File: src/rtl/slot_arb_pkg.sv
package slot_arb_pkg;
	// Cycle group geometry
	localparam int NUM_SLOTS = 5;
	localparam int SLOT_W    = 3;
	localparam int PORT_W    = 3;
	localparam int NUM_PORTS = 5;
	localparam int WORD_W    = 18;
	localparam int ADDR_W    = 15;

	// Slot numbering, one-based
	localparam logic [SLOT_W-1:0] SLOT_FIRST = 3'h1;
	localparam logic [SLOT_W-1:0] SLOT_LAST  = 3'h5;

	// Throughput figures in words per second
	localparam int TOTAL_WORDS_PER_S = 144000;
	localparam int SLOT_WORDS_PER_S  = TOTAL_WORDS_PER_S / NUM_SLOTS;
	localparam int CS_WORDS_PER_S    = 57600;

	// Port numbering on the interface
	localparam logic [PORT_W-1:0] PORT_CONTROLLER_SELECTOR = 3'h0;
	localparam logic [PORT_W-1:0] PORT_PROCESSOR_LINK_UNIT = 3'h1;
	localparam logic [PORT_W-1:0] PORT_COMMON_PERIPHERAL   = 3'h2;
	localparam logic [PORT_W-1:0] PORT_REMOVABLE_DISC      = 3'h3;
	localparam logic [PORT_W-1:0] PORT_SPARE               = 3'h4;

	// Bit i stands for slot i+1: fixed ownership per slot
	localparam logic [NUM_SLOTS-1:0] FIXED_SLOT_MASK = 5'h07;
	// Owner of each fixed slot, three bits per slot, slot 1 lowest
	localparam logic [NUM_SLOTS*PORT_W-1:0] FIXED_SLOT_OWNER = {
		3'h0, 3'h0, PORT_CONTROLLER_SELECTOR,
		PORT_PROCESSOR_LINK_UNIT, PORT_CONTROLLER_SELECTOR};
endpackage

File: src/rtl/slot_cycle_if.sv
`timescale 1ns/1ps
`default_nettype none
interface slot_cycle_if;
	// Requests, one lane per option module; nets so each end drives its lane
	wire  [slot_arb_pkg::NUM_PORTS-1:0]                      req;
	wire  [slot_arb_pkg::NUM_PORTS-1:0]                      write;
	wire  [slot_arb_pkg::NUM_PORTS*slot_arb_pkg::ADDR_W-1:0] addr;
	wire  [slot_arb_pkg::NUM_PORTS*slot_arb_pkg::WORD_W-1:0] wdata;
	// Answers from the processor
	logic [slot_arb_pkg::NUM_PORTS-1:0]                      grant;
	logic [slot_arb_pkg::SLOT_W-1:0]                         slot;
	logic                                                    rd_valid;
	logic [slot_arb_pkg::PORT_W-1:0]                         rd_port;
	logic [slot_arb_pkg::WORD_W-1:0]                         rdata;

	modport processor (
		input  req,
		input  write,
		input  addr,
		input  wdata,
		output grant,
		output slot,
		output rd_valid,
		output rd_port,
		output rdata
	);

	modport option_module (
		output req,
		output write,
		output addr,
		output wdata,
		input  grant,
		input  slot,
		input  rd_valid,
		input  rd_port,
		input  rdata
	);
endinterface
`default_nettype wire

File: src/rtl/slot_arbiter.sv
// How it works
// (RULE1) One stolen word time per transfer, one word
// (RULE2) Repeating group of five numbered slots
// (RULE3) Owner gets its slot, nobody interferes
// (RULE4) At most five modules may be attached
// (RULE5) Single slot caps module at fifth of throughput
// (RULE6) Faster module owns more slots; selector 1,3
// (RULE7) Ownership fixed per slot or plug selected
// (RULE8) Module resolves its own internal sub-priorities
// (RULE9) Every slot usable, each has one owner
// (RULE10) Counter wraps one to five; grant on match
// (RULE11) Idle owner slot returns to program
`timescale 1ns/1ps
`default_nettype none
module slot_arbiter #(
	parameter logic [slot_arb_pkg::NUM_SLOTS-1:0] FIXED_MASK =
		slot_arb_pkg::FIXED_SLOT_MASK,
	parameter logic [slot_arb_pkg::NUM_SLOTS*slot_arb_pkg::PORT_W-1:0]
		FIXED_OWNER = slot_arb_pkg::FIXED_SLOT_OWNER
) (
	// Clock and reset
	input  wire logic                                    CLK_IN,
	input  wire logic                                    RST_N_IN,
	// Plug wiring for selectable slots
	input  wire logic [slot_arb_pkg::NUM_SLOTS-1:0]      SLOT_PLUG_EN_IN,
	input  wire logic [slot_arb_pkg::NUM_SLOTS*slot_arb_pkg::PORT_W-1:0]
	                                                     SLOT_PLUG_OWNER_IN,
	// Memory side
	output logic                                         STEAL_OUT,
	output logic                                         MEM_WE_OUT,
	output logic [slot_arb_pkg::ADDR_W-1:0]              MEM_ADDR_OUT,
	output logic [slot_arb_pkg::WORD_W-1:0]              MEM_WDATA_OUT,
	input  wire logic [slot_arb_pkg::WORD_W-1:0]         MEM_RDATA_IN,
	// Option modules
	slot_cycle_if.processor                              link
);
	localparam int NS = slot_arb_pkg::NUM_SLOTS;
	localparam int PW = slot_arb_pkg::PORT_W;
	localparam int AW = slot_arb_pkg::ADDR_W;
	localparam int WW = slot_arb_pkg::WORD_W;

	// Plug wiring is a pin level: two flops before use
	logic [NS-1:0]    plug_en_meta;
	logic [NS-1:0]    plug_en;
	logic [NS*PW-1:0] plug_owner_meta;
	logic [NS*PW-1:0] plug_owner;

	logic [slot_arb_pkg::SLOT_W-1:0] slot;
	logic [slot_arb_pkg::SLOT_W-1:0] next_slot;
	logic [PW-1:0]                   steal_port;
	logic                            steal_read;

	// Owner lookup for a one-based slot number
	function automatic logic [PW-1:0] owner_of(
		input logic [slot_arb_pkg::SLOT_W-1:0] s,
		input logic [NS*PW-1:0]                tbl
	);
		logic [slot_arb_pkg::SLOT_W-1:0] idx;
		idx = s - slot_arb_pkg::SLOT_FIRST;
		owner_of = tbl[idx*PW +: PW];
	endfunction

	function automatic logic slot_bit(
		input logic [slot_arb_pkg::SLOT_W-1:0] s,
		input logic [NS-1:0]                   m
	);
		logic [slot_arb_pkg::SLOT_W-1:0] idx;
		idx = s - slot_arb_pkg::SLOT_FIRST;
		slot_bit = m[idx];
	endfunction

	// Fixed slots take precedence over plug wiring, so one owner per slot
	wire             slot_fixed = slot_bit(slot, FIXED_MASK); // RULE7
	wire             slot_plug  = slot_bit(slot, plug_en);
	wire  [PW-1:0]   slot_owner = slot_fixed ?
		owner_of(slot, FIXED_OWNER) :
		owner_of(slot, plug_owner); // RULE9
	wire             slot_owned = slot_fixed | slot_plug;
	wire             owner_ok   = slot_owner < PW'(slot_arb_pkg::NUM_PORTS);
	// Only the owner may take the slot; idle owner leaves it to program
	wire             take       = slot_owned & owner_ok &
		link.req[slot_owner]; // RULE3 RULE11

	assign next_slot = (slot == slot_arb_pkg::SLOT_LAST) ?
		slot_arb_pkg::SLOT_FIRST :
		slot + slot_arb_pkg::SLOT_FIRST; // RULE2 RULE10

	// Grant is a one-hot decode of the owner, combinational handshake
	genvar g;
	generate
		for (g = 0; g < slot_arb_pkg::NUM_PORTS; g++) begin : gen_grant
			assign link.grant[g] = take &&
				(slot_owner == PW'(g)); // RULE10 RULE6
		end
	endgenerate
	assign link.slot = slot;

	always_ff @(posedge CLK_IN) begin
		plug_en_meta    <= SLOT_PLUG_EN_IN;
		plug_en         <= plug_en_meta;
		plug_owner_meta <= SLOT_PLUG_OWNER_IN;
		plug_owner      <= plug_owner_meta;
	end

	always_ff @(posedge CLK_IN) begin
		if (!RST_N_IN) begin
			slot <= slot_arb_pkg::SLOT_FIRST;
		end else begin
			slot <= next_slot; // RULE10
		end
	end

	// The stolen word time follows the granting word time
	always_ff @(posedge CLK_IN) begin
		if (!RST_N_IN) begin
			STEAL_OUT     <= 1'b0;
			MEM_WE_OUT    <= 1'b0;
			MEM_ADDR_OUT  <= '0;
			MEM_WDATA_OUT <= '0;
			steal_port    <= '0;
			steal_read    <= 1'b0;
		end else begin
			STEAL_OUT  <= take; // RULE1
			MEM_WE_OUT <= take & link.write[slot_owner]; // RULE1
			steal_read <= take & ~link.write[slot_owner];
			if (take) begin
				MEM_ADDR_OUT  <= link.addr[slot_owner*AW +: AW];
				MEM_WDATA_OUT <= link.wdata[slot_owner*WW +: WW];
				steal_port    <= slot_owner;
			end
		end
	end

	// Read word captured at the end of the stolen word time
	always_ff @(posedge CLK_IN) begin
		if (!RST_N_IN) begin
			link.rd_valid <= 1'b0;
			link.rd_port  <= '0;
			link.rdata    <= '0;
		end else begin
			link.rd_valid <= steal_read; // RULE1
			if (steal_read) begin
				link.rd_port <= steal_port;
				link.rdata   <= MEM_RDATA_IN;
			end
		end
	end
endmodule // slot_arbiter
`default_nettype wire

File: src/flat_wrapper.sv
// flat-port wrapper written by rule: the top's interface ports become plain ports
module slot_arbiter_flat 
#(
	parameter logic [slot_arb_pkg::NUM_SLOTS-1:0] FIXED_MASK =
		slot_arb_pkg::FIXED_SLOT_MASK,
	parameter logic [slot_arb_pkg::NUM_SLOTS*slot_arb_pkg::PORT_W-1:0]
		FIXED_OWNER = slot_arb_pkg::FIXED_SLOT_OWNER
)
  (CLK_IN, RST_N_IN, SLOT_PLUG_EN_IN, SLOT_PLUG_OWNER_IN, STEAL_OUT, MEM_WE_OUT, MEM_ADDR_OUT, MEM_WDATA_OUT, MEM_RDATA_IN, link_req, link_write, link_addr, link_wdata, link_grant, link_slot, link_rd_valid, link_rd_port, link_rdata);
  slot_cycle_if link_i ();
  input  wire logic CLK_IN;
  input  wire logic RST_N_IN;
  input  wire logic [slot_arb_pkg::NUM_SLOTS-1:0] SLOT_PLUG_EN_IN;
  input  wire logic [slot_arb_pkg::NUM_SLOTS*slot_arb_pkg::PORT_W-1:0] SLOT_PLUG_OWNER_IN;
  output logic STEAL_OUT;
  output logic MEM_WE_OUT;
  output logic [slot_arb_pkg::ADDR_W-1:0] MEM_ADDR_OUT;
  output logic [slot_arb_pkg::WORD_W-1:0] MEM_WDATA_OUT;
  input  wire logic [slot_arb_pkg::WORD_W-1:0] MEM_RDATA_IN;
  input wire logic [$bits(link_i.req)-1:0] link_req;
  input wire logic [$bits(link_i.write)-1:0] link_write;
  input wire logic [$bits(link_i.addr)-1:0] link_addr;
  input wire logic [$bits(link_i.wdata)-1:0] link_wdata;
  output wire logic [$bits(link_i.grant)-1:0] link_grant;
  output wire logic [$bits(link_i.slot)-1:0] link_slot;
  output wire logic [$bits(link_i.rd_valid)-1:0] link_rd_valid;
  output wire logic [$bits(link_i.rd_port)-1:0] link_rd_port;
  output wire logic [$bits(link_i.rdata)-1:0] link_rdata;
  assign link_i.req = link_req;
  assign link_i.write = link_write;
  assign link_i.addr = link_addr;
  assign link_i.wdata = link_wdata;
  assign link_grant = link_i.grant;
  assign link_slot = link_i.slot;
  assign link_rd_valid = link_i.rd_valid;
  assign link_rd_port = link_i.rd_port;
  assign link_rdata = link_i.rdata;
  slot_arbiter #(.FIXED_MASK(FIXED_MASK), .FIXED_OWNER(FIXED_OWNER)) u_core (.CLK_IN(CLK_IN), .RST_N_IN(RST_N_IN), .SLOT_PLUG_EN_IN(SLOT_PLUG_EN_IN), .SLOT_PLUG_OWNER_IN(SLOT_PLUG_OWNER_IN), .STEAL_OUT(STEAL_OUT), .MEM_WE_OUT(MEM_WE_OUT), .MEM_ADDR_OUT(MEM_ADDR_OUT), .MEM_WDATA_OUT(MEM_WDATA_OUT), .MEM_RDATA_IN(MEM_RDATA_IN), .link(link_i));
endmodule
File: config.mk
export PLATFORM = sky130hd
export DESIGN_NAME = slot_arbiter_flat
export DESIGN_NICKNAME = d
export VERILOG_FILES = /design/src/rtl/slot_arb_pkg.sv /design/src/rtl/slot_cycle_if.sv /design/src/rtl/slot_arbiter.sv /design/src/flat_wrapper.sv
export SDC_FILE = /design/constraint.sdc
export NUM_CORES = 1
export LEC_CHECK = 0
export ABC_AREA = 1
export BUFFER_PORTS_ARGS = -buffer_cell sky130_fd_sc_hd__buf_2
export CORE_MARGIN = 4
export CORE_UTILIZATION = 49
export CTS_CLUSTER_DIAMETER = 30
export CTS_CLUSTER_SIZE = 16
export DETAILED_ROUTE_END_ITERATION = 7
export PLACE_DENSITY = 0.86
export SKIP_CTS_REPAIR_TIMING = 1
export SLEW_MARGIN = 20
export SYNTH_ARGS = -nofsm -noshare
export SYNTH_HDL_FRONTEND = slang
export SYNTH_SLANG_ARGS = --single-unit
File: constraint.sdc
create_clock -name CLK_IN -period 5.7 [get_ports CLK_IN]
set_clock_uncertainty 0.2 [all_clocks]
set_input_delay 0.57 -clock CLK_IN [delete_from_list [all_inputs] [get_ports CLK_IN]]
set_output_delay 0.57 -clock CLK_IN [all_outputs]
set_load 0.01 [all_outputs]
Word level (Yosys, flattened, before mapping):

Memory sizes are Yosys's and may differ from the RTL's.
Index checks and enable logic that the tools add are counted.

* bits in registers: 104
* ROM bits: 8
* input bits: 215
* output and inout port bits: 65
* word-level logic and storage cells: 54
* memories: 1

Memories
* (name not given): depth 8, width 1, read ports 1, clocked after Yosys merged registers in 0, wr ports 0, RTL line slot_arbiter.sv:69 `slot_bit = m[idx];`

* add/sub/neg operators: 2
* $mul: 3
* order comparisons: 3
* equality and inequality tests: 5
* shift operators: 4
* muxes and demuxes: 8
* bitwise logic cells: 7
* reduce and logical (&&, ||, !) cells: 7

Operators with widths (count)
* 90-bit by 9-bit variable part select with 18-bit output: 1
* 75-bit by 8-bit variable part select with 15-bit output: 1
* 15-bit by 6-bit variable part select with 3-bit output: 1
* 15-bit by 6-bit variable part select with 3-bit output (first input constant): 1
* 3-bit by 4-bit multiplier with 7-bit output (second input constant): 2
* 1-bit binary-select mux with 3-bit select: 3
* 3-bit by 4-bit less-than comparator with 1-bit output (second input constant): 2
* 3-bit by 2-bit == test with 1-bit output (second input constant): 2
* 3-bit == test (second input constant): 2
* 1-bit logical AND: 5
* 3-bit by 2-bit multiplier with 5-bit output (second input constant): 1
* 1-bit bitwise AND: 4
* 1-bit two-way mux: 4
* 3-bit by 1-bit adder with 3-bit output (second input constant): 1
* 3-bit by 1-bit == test with 1-bit output (second input constant): 1
* 3-bit zero test: 1
* 3-bit less-than comparator (second input constant): 1
* 3-bit two-way mux: 1
* 3-bit by 1-bit subtractor with 3-bit output (second input constant): 1
* 1-bit inverter: 2
* 2-bit OR reduction: 1
* 1-bit OR: 1

Depth between registers and ports, before layout:

* depth in word-level cells: 8
* gate-level depth with buffers: 20
* mapped depth without buffers: 17

Worst setup path before layout:

No wires, ideal clock.

* path type: register -> output
* from: reg u_core.slot (netlist bit u_core.link.slot[0])
* to: out link_grant[4]
* arrival time: 2298 ps
* required time: 4930 ps
* slack: 2632 ps
* cell stages (with the launch flop): 17
* path buffers: 3
* cell sequence: dfxtp_1 buf_4 inv_2 ha_1 nand2_1 inv_2 nand2_1 nand2_1 nand2_2 nand3_2 buf_6 nor2_4 nand2_1 nand2_1 nand3_4 buf_2 nor2_1

* longest elaborated chain between the ends: 8
* elaborated cells on any way between the ends: 17
* those cells by class: add/sub: 1; mul: 1; order compare: 1; eq/ne: 1; shift: 2; mux: 6; bitwise: 3; reduce/logical: 1; memory: 1

Ends and longest elaborated chain
* from (decl): RTL line slot_arbiter.sv:48 `logic [slot_arb_pkg::SLOT_W-1:0] slot;`
* from (signal assigned): RTL line slot_arbiter.sv:107 `slot <= slot_arb_pkg::SLOT_FIRST;`
* from (signal assigned): RTL line slot_arbiter.sv:109 `slot <= next_slot;`
* 3-bit by 1-bit subtractor with 3-bit output (*): RTL line slot_arbiter.sv:59, slot_arbiter.sv:68
* 3-bit by 2-bit multiplier with 5-bit output or memory read 8 x 1 bit (tied branches)
* 15-bit by 6-bit variable part select with 3-bit output or 1-bit two-way mux (tied branches): RTL line slot_arbiter.sv:60, slot_arbiter.sv:69
* 3-bit two-way mux: RTL line slot_arbiter.sv:75 `wire [PW-1:0] slot_owner = slot_fixed ?`
* 3-bit less-than comparator or 1-bit binary-select mux with 3-bit select (tied branches): RTL line slot_arbiter.sv:79, slot_arbiter.sv:82
* 1-bit bitwise AND or 1-bit two-way mux (tied branches): RTL line slot_arbiter.sv:81, slot_arbiter.sv:82
* 1-bit bitwise AND: RTL line slot_arbiter.sv:81 `wire take = slot_owned & owner_ok &`
* 1-bit logical AND (*): RTL line slot_arbiter.sv:92 `assign link.grant[g] = take &&`
* to (decl): RTL line flat_wrapper.sv:24 `output wire logic [$bits(link_i.grant)-1:0] link_grant;`

Mark *: on every way between the ends. The rest lies on a longest branch, timed or not. The select of a mux whose other input is x is not followed.

Final worst setup path:

Same ends and word-level chain as after synthesis.

==> impl_metrics.csv <==
group,metric,value,unit
status,status,"finished clean",
clocking,worstSkewPairLatency,0.36,ns
logic_synthesis,postSynthCellCount,892,
logic_synthesis,ys_types,31,
power,leakagePower,4.227,nW
power,p_seq_share,29.4,%
detailed_routing,avgRoutedWirePerCell,12.34,um
detailed_routing,drtIter0Drc,345,
power,switchingPower,1.634,mW
timing,setup_slack,0.8967,ns
logic_synthesis,seq_area_frac_synth,39.28,%
setup_path,cp_max_fo,72,
final_layout,nets,1357,
logic_synthesis,ys_warn_count,0,
logic_synthesis,syn_avg_cell_area,5.942,um^2
timing,finalHoldViolCount,0,
min_path,hp-class,"in -> reg",
place,dp_cells,1263,
power,swShare,47.30,%
floorplan,rows,37,
detailed_routing,viasPerCell,4.622,
final_layout,final_core_util,66.25,%
power,comb_power_share,55.3,%
global_routing,grt_max_degree,73,
detailed_routing,drtPass1Iterations,5,
final_layout,area_growth,30.19,%
setup_path,critPathMaxStageDelay,0.59,ns
final_layout,seqCellArea,2082,um^2
timing,slew_headroom,33.03,%
logic_synthesis,synth_xor_area_share,0.1653,%
setup_path,crit_path_top_delay_cell,"nand3_4",
clocking,cts_buffers,9,
logic_synthesis,synthSimpleGateAreaFrac,47.00,%
global_routing,grt_antenna_before_repair,1,
setup_path,critPathRequiredTime,4.93,ns
logic_synthesis,synth_top_area_share,39.28,%
floorplan,fp.dieArea,12540,um^2
power,p_int,1.820,mW
setup_path,critPathArrivalTime,4.03,ns
timing,period_minus_slack,4.803,ns
setup_path,crit_type,"reg -> out",
global_routing,grt_first_pass_wirelength,25600,um
logic_synthesis,async_flop_share,0,%
logic_synthesis,ys.flop_type,"dfxtp_1",
logic_synthesis,synthAdderAreaFrac,0.9443,%
clocking,cts_root_buf,"clkbuf_8",
logic_synthesis,syn-cell-area,5300,um^2
logic_synthesis,syn_nets,1111,
place,dp_slack,1.291,ns
clocking,cts.path.max_buffers,2,
global_routing,grt_overflow_total,0,
floorplan,die_w,112,um
floorplan,core,10420,um^2
timing,finalCritPeriodShare,84.27,%
place,dpl.hpwl,11710,um
setup_path,end_kind,"output port",
logic_synthesis,synth_edf_count,0,
clocking,clkTransAtPathRegs,0.11,ns
global_routing,grtUsageTotal,24.56,%
logic_synthesis,synth_area_leaders,"dfxtp_1 39%, nand2_1 35%, nor2_1 8.1%",
detailed_routing,via_count,5916,
floorplan,io_pins,280,
final_layout,final_cells,1280,
run,cap_violations,0,
logic_synthesis,synth_top_family_by_area,"simple AND/OR/NAND/NOR gates",
clocking,clkSinkCount,104,
power,power_density,500.5,nW/um^2
logic_synthesis,postSynthRegisterBits,104,
detailed_routing,drc,0,
power,irDropWorstVdd,0.3652,mV
power,clkPwrFrac,15.3,%
timing,worst_slew_pin_slew,1.005,ns
timing,fmax,208.2,MHz
logic_synthesis,synth_compound_area_share,3.777,%
setup_path,crit_chain,"inv_2 -> ha_1 -> inv_2 -> nand2_1 -> nand3_1 -> nand3_1 -> o21ai_4 -> buf_4 -> inv_2 -> nand2_1 -> nand2_1 -> nand2_2 -> nand3_4 -> nor2_1 -> buf_2",
timing,rsz0062_at_grt,"no",
timing,setup_tns,0,ns
place,place.port_buffers,279,
final_layout,final.fill_count,1018,
detailed_routing,routed_wirelength,15800,um
global_routing,grt_pass1_vias,5647,
place,gp_congestion,0.9278,
timing,drv_slew,0,
clocking,cts_tree,"done",
logic_synthesis,yosysTopAreaCell,"dfxtp_1",
floorplan,initial_core_util,50.88,%
logic_synthesis,synth.area.mux_share,0,%
clocking,h-tree-depth,3,
final_layout,final_layout_size_suffix_gt1_share,27.82,%
detailed_routing,ant_nets,0,
setup_path,startpoint_type,"flop",
final_layout,multiInputGateArea,2763,um^2
timing,setup_viol_count_final,0,
floorplan,die_h,112,um
[area by class of cell]
class / instances / area share, %
Antenna cell: 1 / 0.03626
Clock buffer: 9 / 1.795
Clock inverter: 7 / 1.650
Inverter: 60 / 3.282
Multi-Input combinational cell: 681 / 40.04
Sequential cell: 104 / 30.17
Tap cell: 136 / 2.466
Timing Repair Buffer: 282 / 20.56
[power groups by stage]
stage          Combinational (mW)  Sequential, mW  Clock (mW)
6_report                     1.91            1.02       0.527
5_1_grt                      2.23            1.04       0.572
4_1_cts                      1.93            1.02       0.540
3_5_place_dp                 1.92            1.03           0
3_3_place_gp                 1.89            1.02           0
2_1_floorplan                1.41            1.08           0
[cell usage after synthesis, types with 2 or more instances]
cell,count
a21oi_1,7
buf_1,2
buf_2,20
buf_6,5
clkbuf_1,19
dfxtp_1,104
ha_1,4
inv_1,52
inv_2,7
nand2_1,498
nand2_2,3
nand3_1,10
nand4_1,4
nor2_1,114
nor2_4,3
nor3_1,3
o21ai_0,23
[cells by family after synthesis]
logic type / Yosys count
simple gates: 640
buf+inv: 107
flops: 104
compound gates: 36
fa+ha+maj: 4
xor+xnor: 1
[critical path: cells and delay by family (launching register included)]
family                     cells  cell delay [ns]
DFF                            1             0.56
AOI/OAI and AO/OA              1             0.08
adders and majority gates      1             0.38
buffers and inverters          5             1.21
and+or+nand+nor                8             1.41
[placed cells by master (no fill, tap or decap), types with 6 or more instances in the layout]
cell type	instances
nand2_1	498
o21ai_0	23
nand3_1	9
nor2_1	114
clkbuf_8	9
inv_2	6
a21oi_1	7
buf_2	279
dfxtp_1	104
inv_1	52
[routing by layer]
| layer | global-route usage (%) | routed length [um] | up-vias |
|---|---|---|---|
| li1 | - | - | 3139 |
| met1 | 28.31 | 6379 | 2536 |
| met2 | 44.28 | 7790 | 222 |
| met3 | 6.413 | 1364 | 19 |
| met4 | 7.853 | 262 | 0 |
| met5 | 0 | 0 | - |
[through the flow]
step	hold WS, ns	total power, mW	cell area (um^2)
4_1_cts	0.08832	3.484	6897
2_1_floorplan	0.1096	2.488	5300
3_5_place_dp	0.1121	2.943	6659
3_3_place_gp	0.1112	2.910	6659
6_report	0.1109	3.454	6900
5_1_grt	0.07267	3.842	6900
[flip-flops by register name (all words and copies together), names as in the netlist, 5 cells and up]
| signal | flops |
|---|---|
| u_core.plug_en | 5 |
| u_core.link.rdata | 18 |
| u_core.MEM_ADDR_OUT | 15 |
| u_core.plug_en_meta | 5 |
| u_core.plug_owner | 15 |
| u_core.MEM_WDATA_OUT | 18 |
| u_core.plug_owner_meta | 15 |
[worst paths after layout]
check	end	slack, ns	depth (start not counted)	startpoint
worst max-delay path	link_grant[4]	0.90	15	u_core.link.slot[0]
worst min-delay path	u_core.plug_owner_meta[3]	0.11	1	SLOT_PLUG_OWNER_IN[3]
worst min register to register	u_core.plug_owner[8]	0.12	0	u_core.plug_owner_meta[8]
worst max register to register	u_core.steal_read	1.53	14	u_core.link.slot[0]
Power figures use the tool's default switching activity.
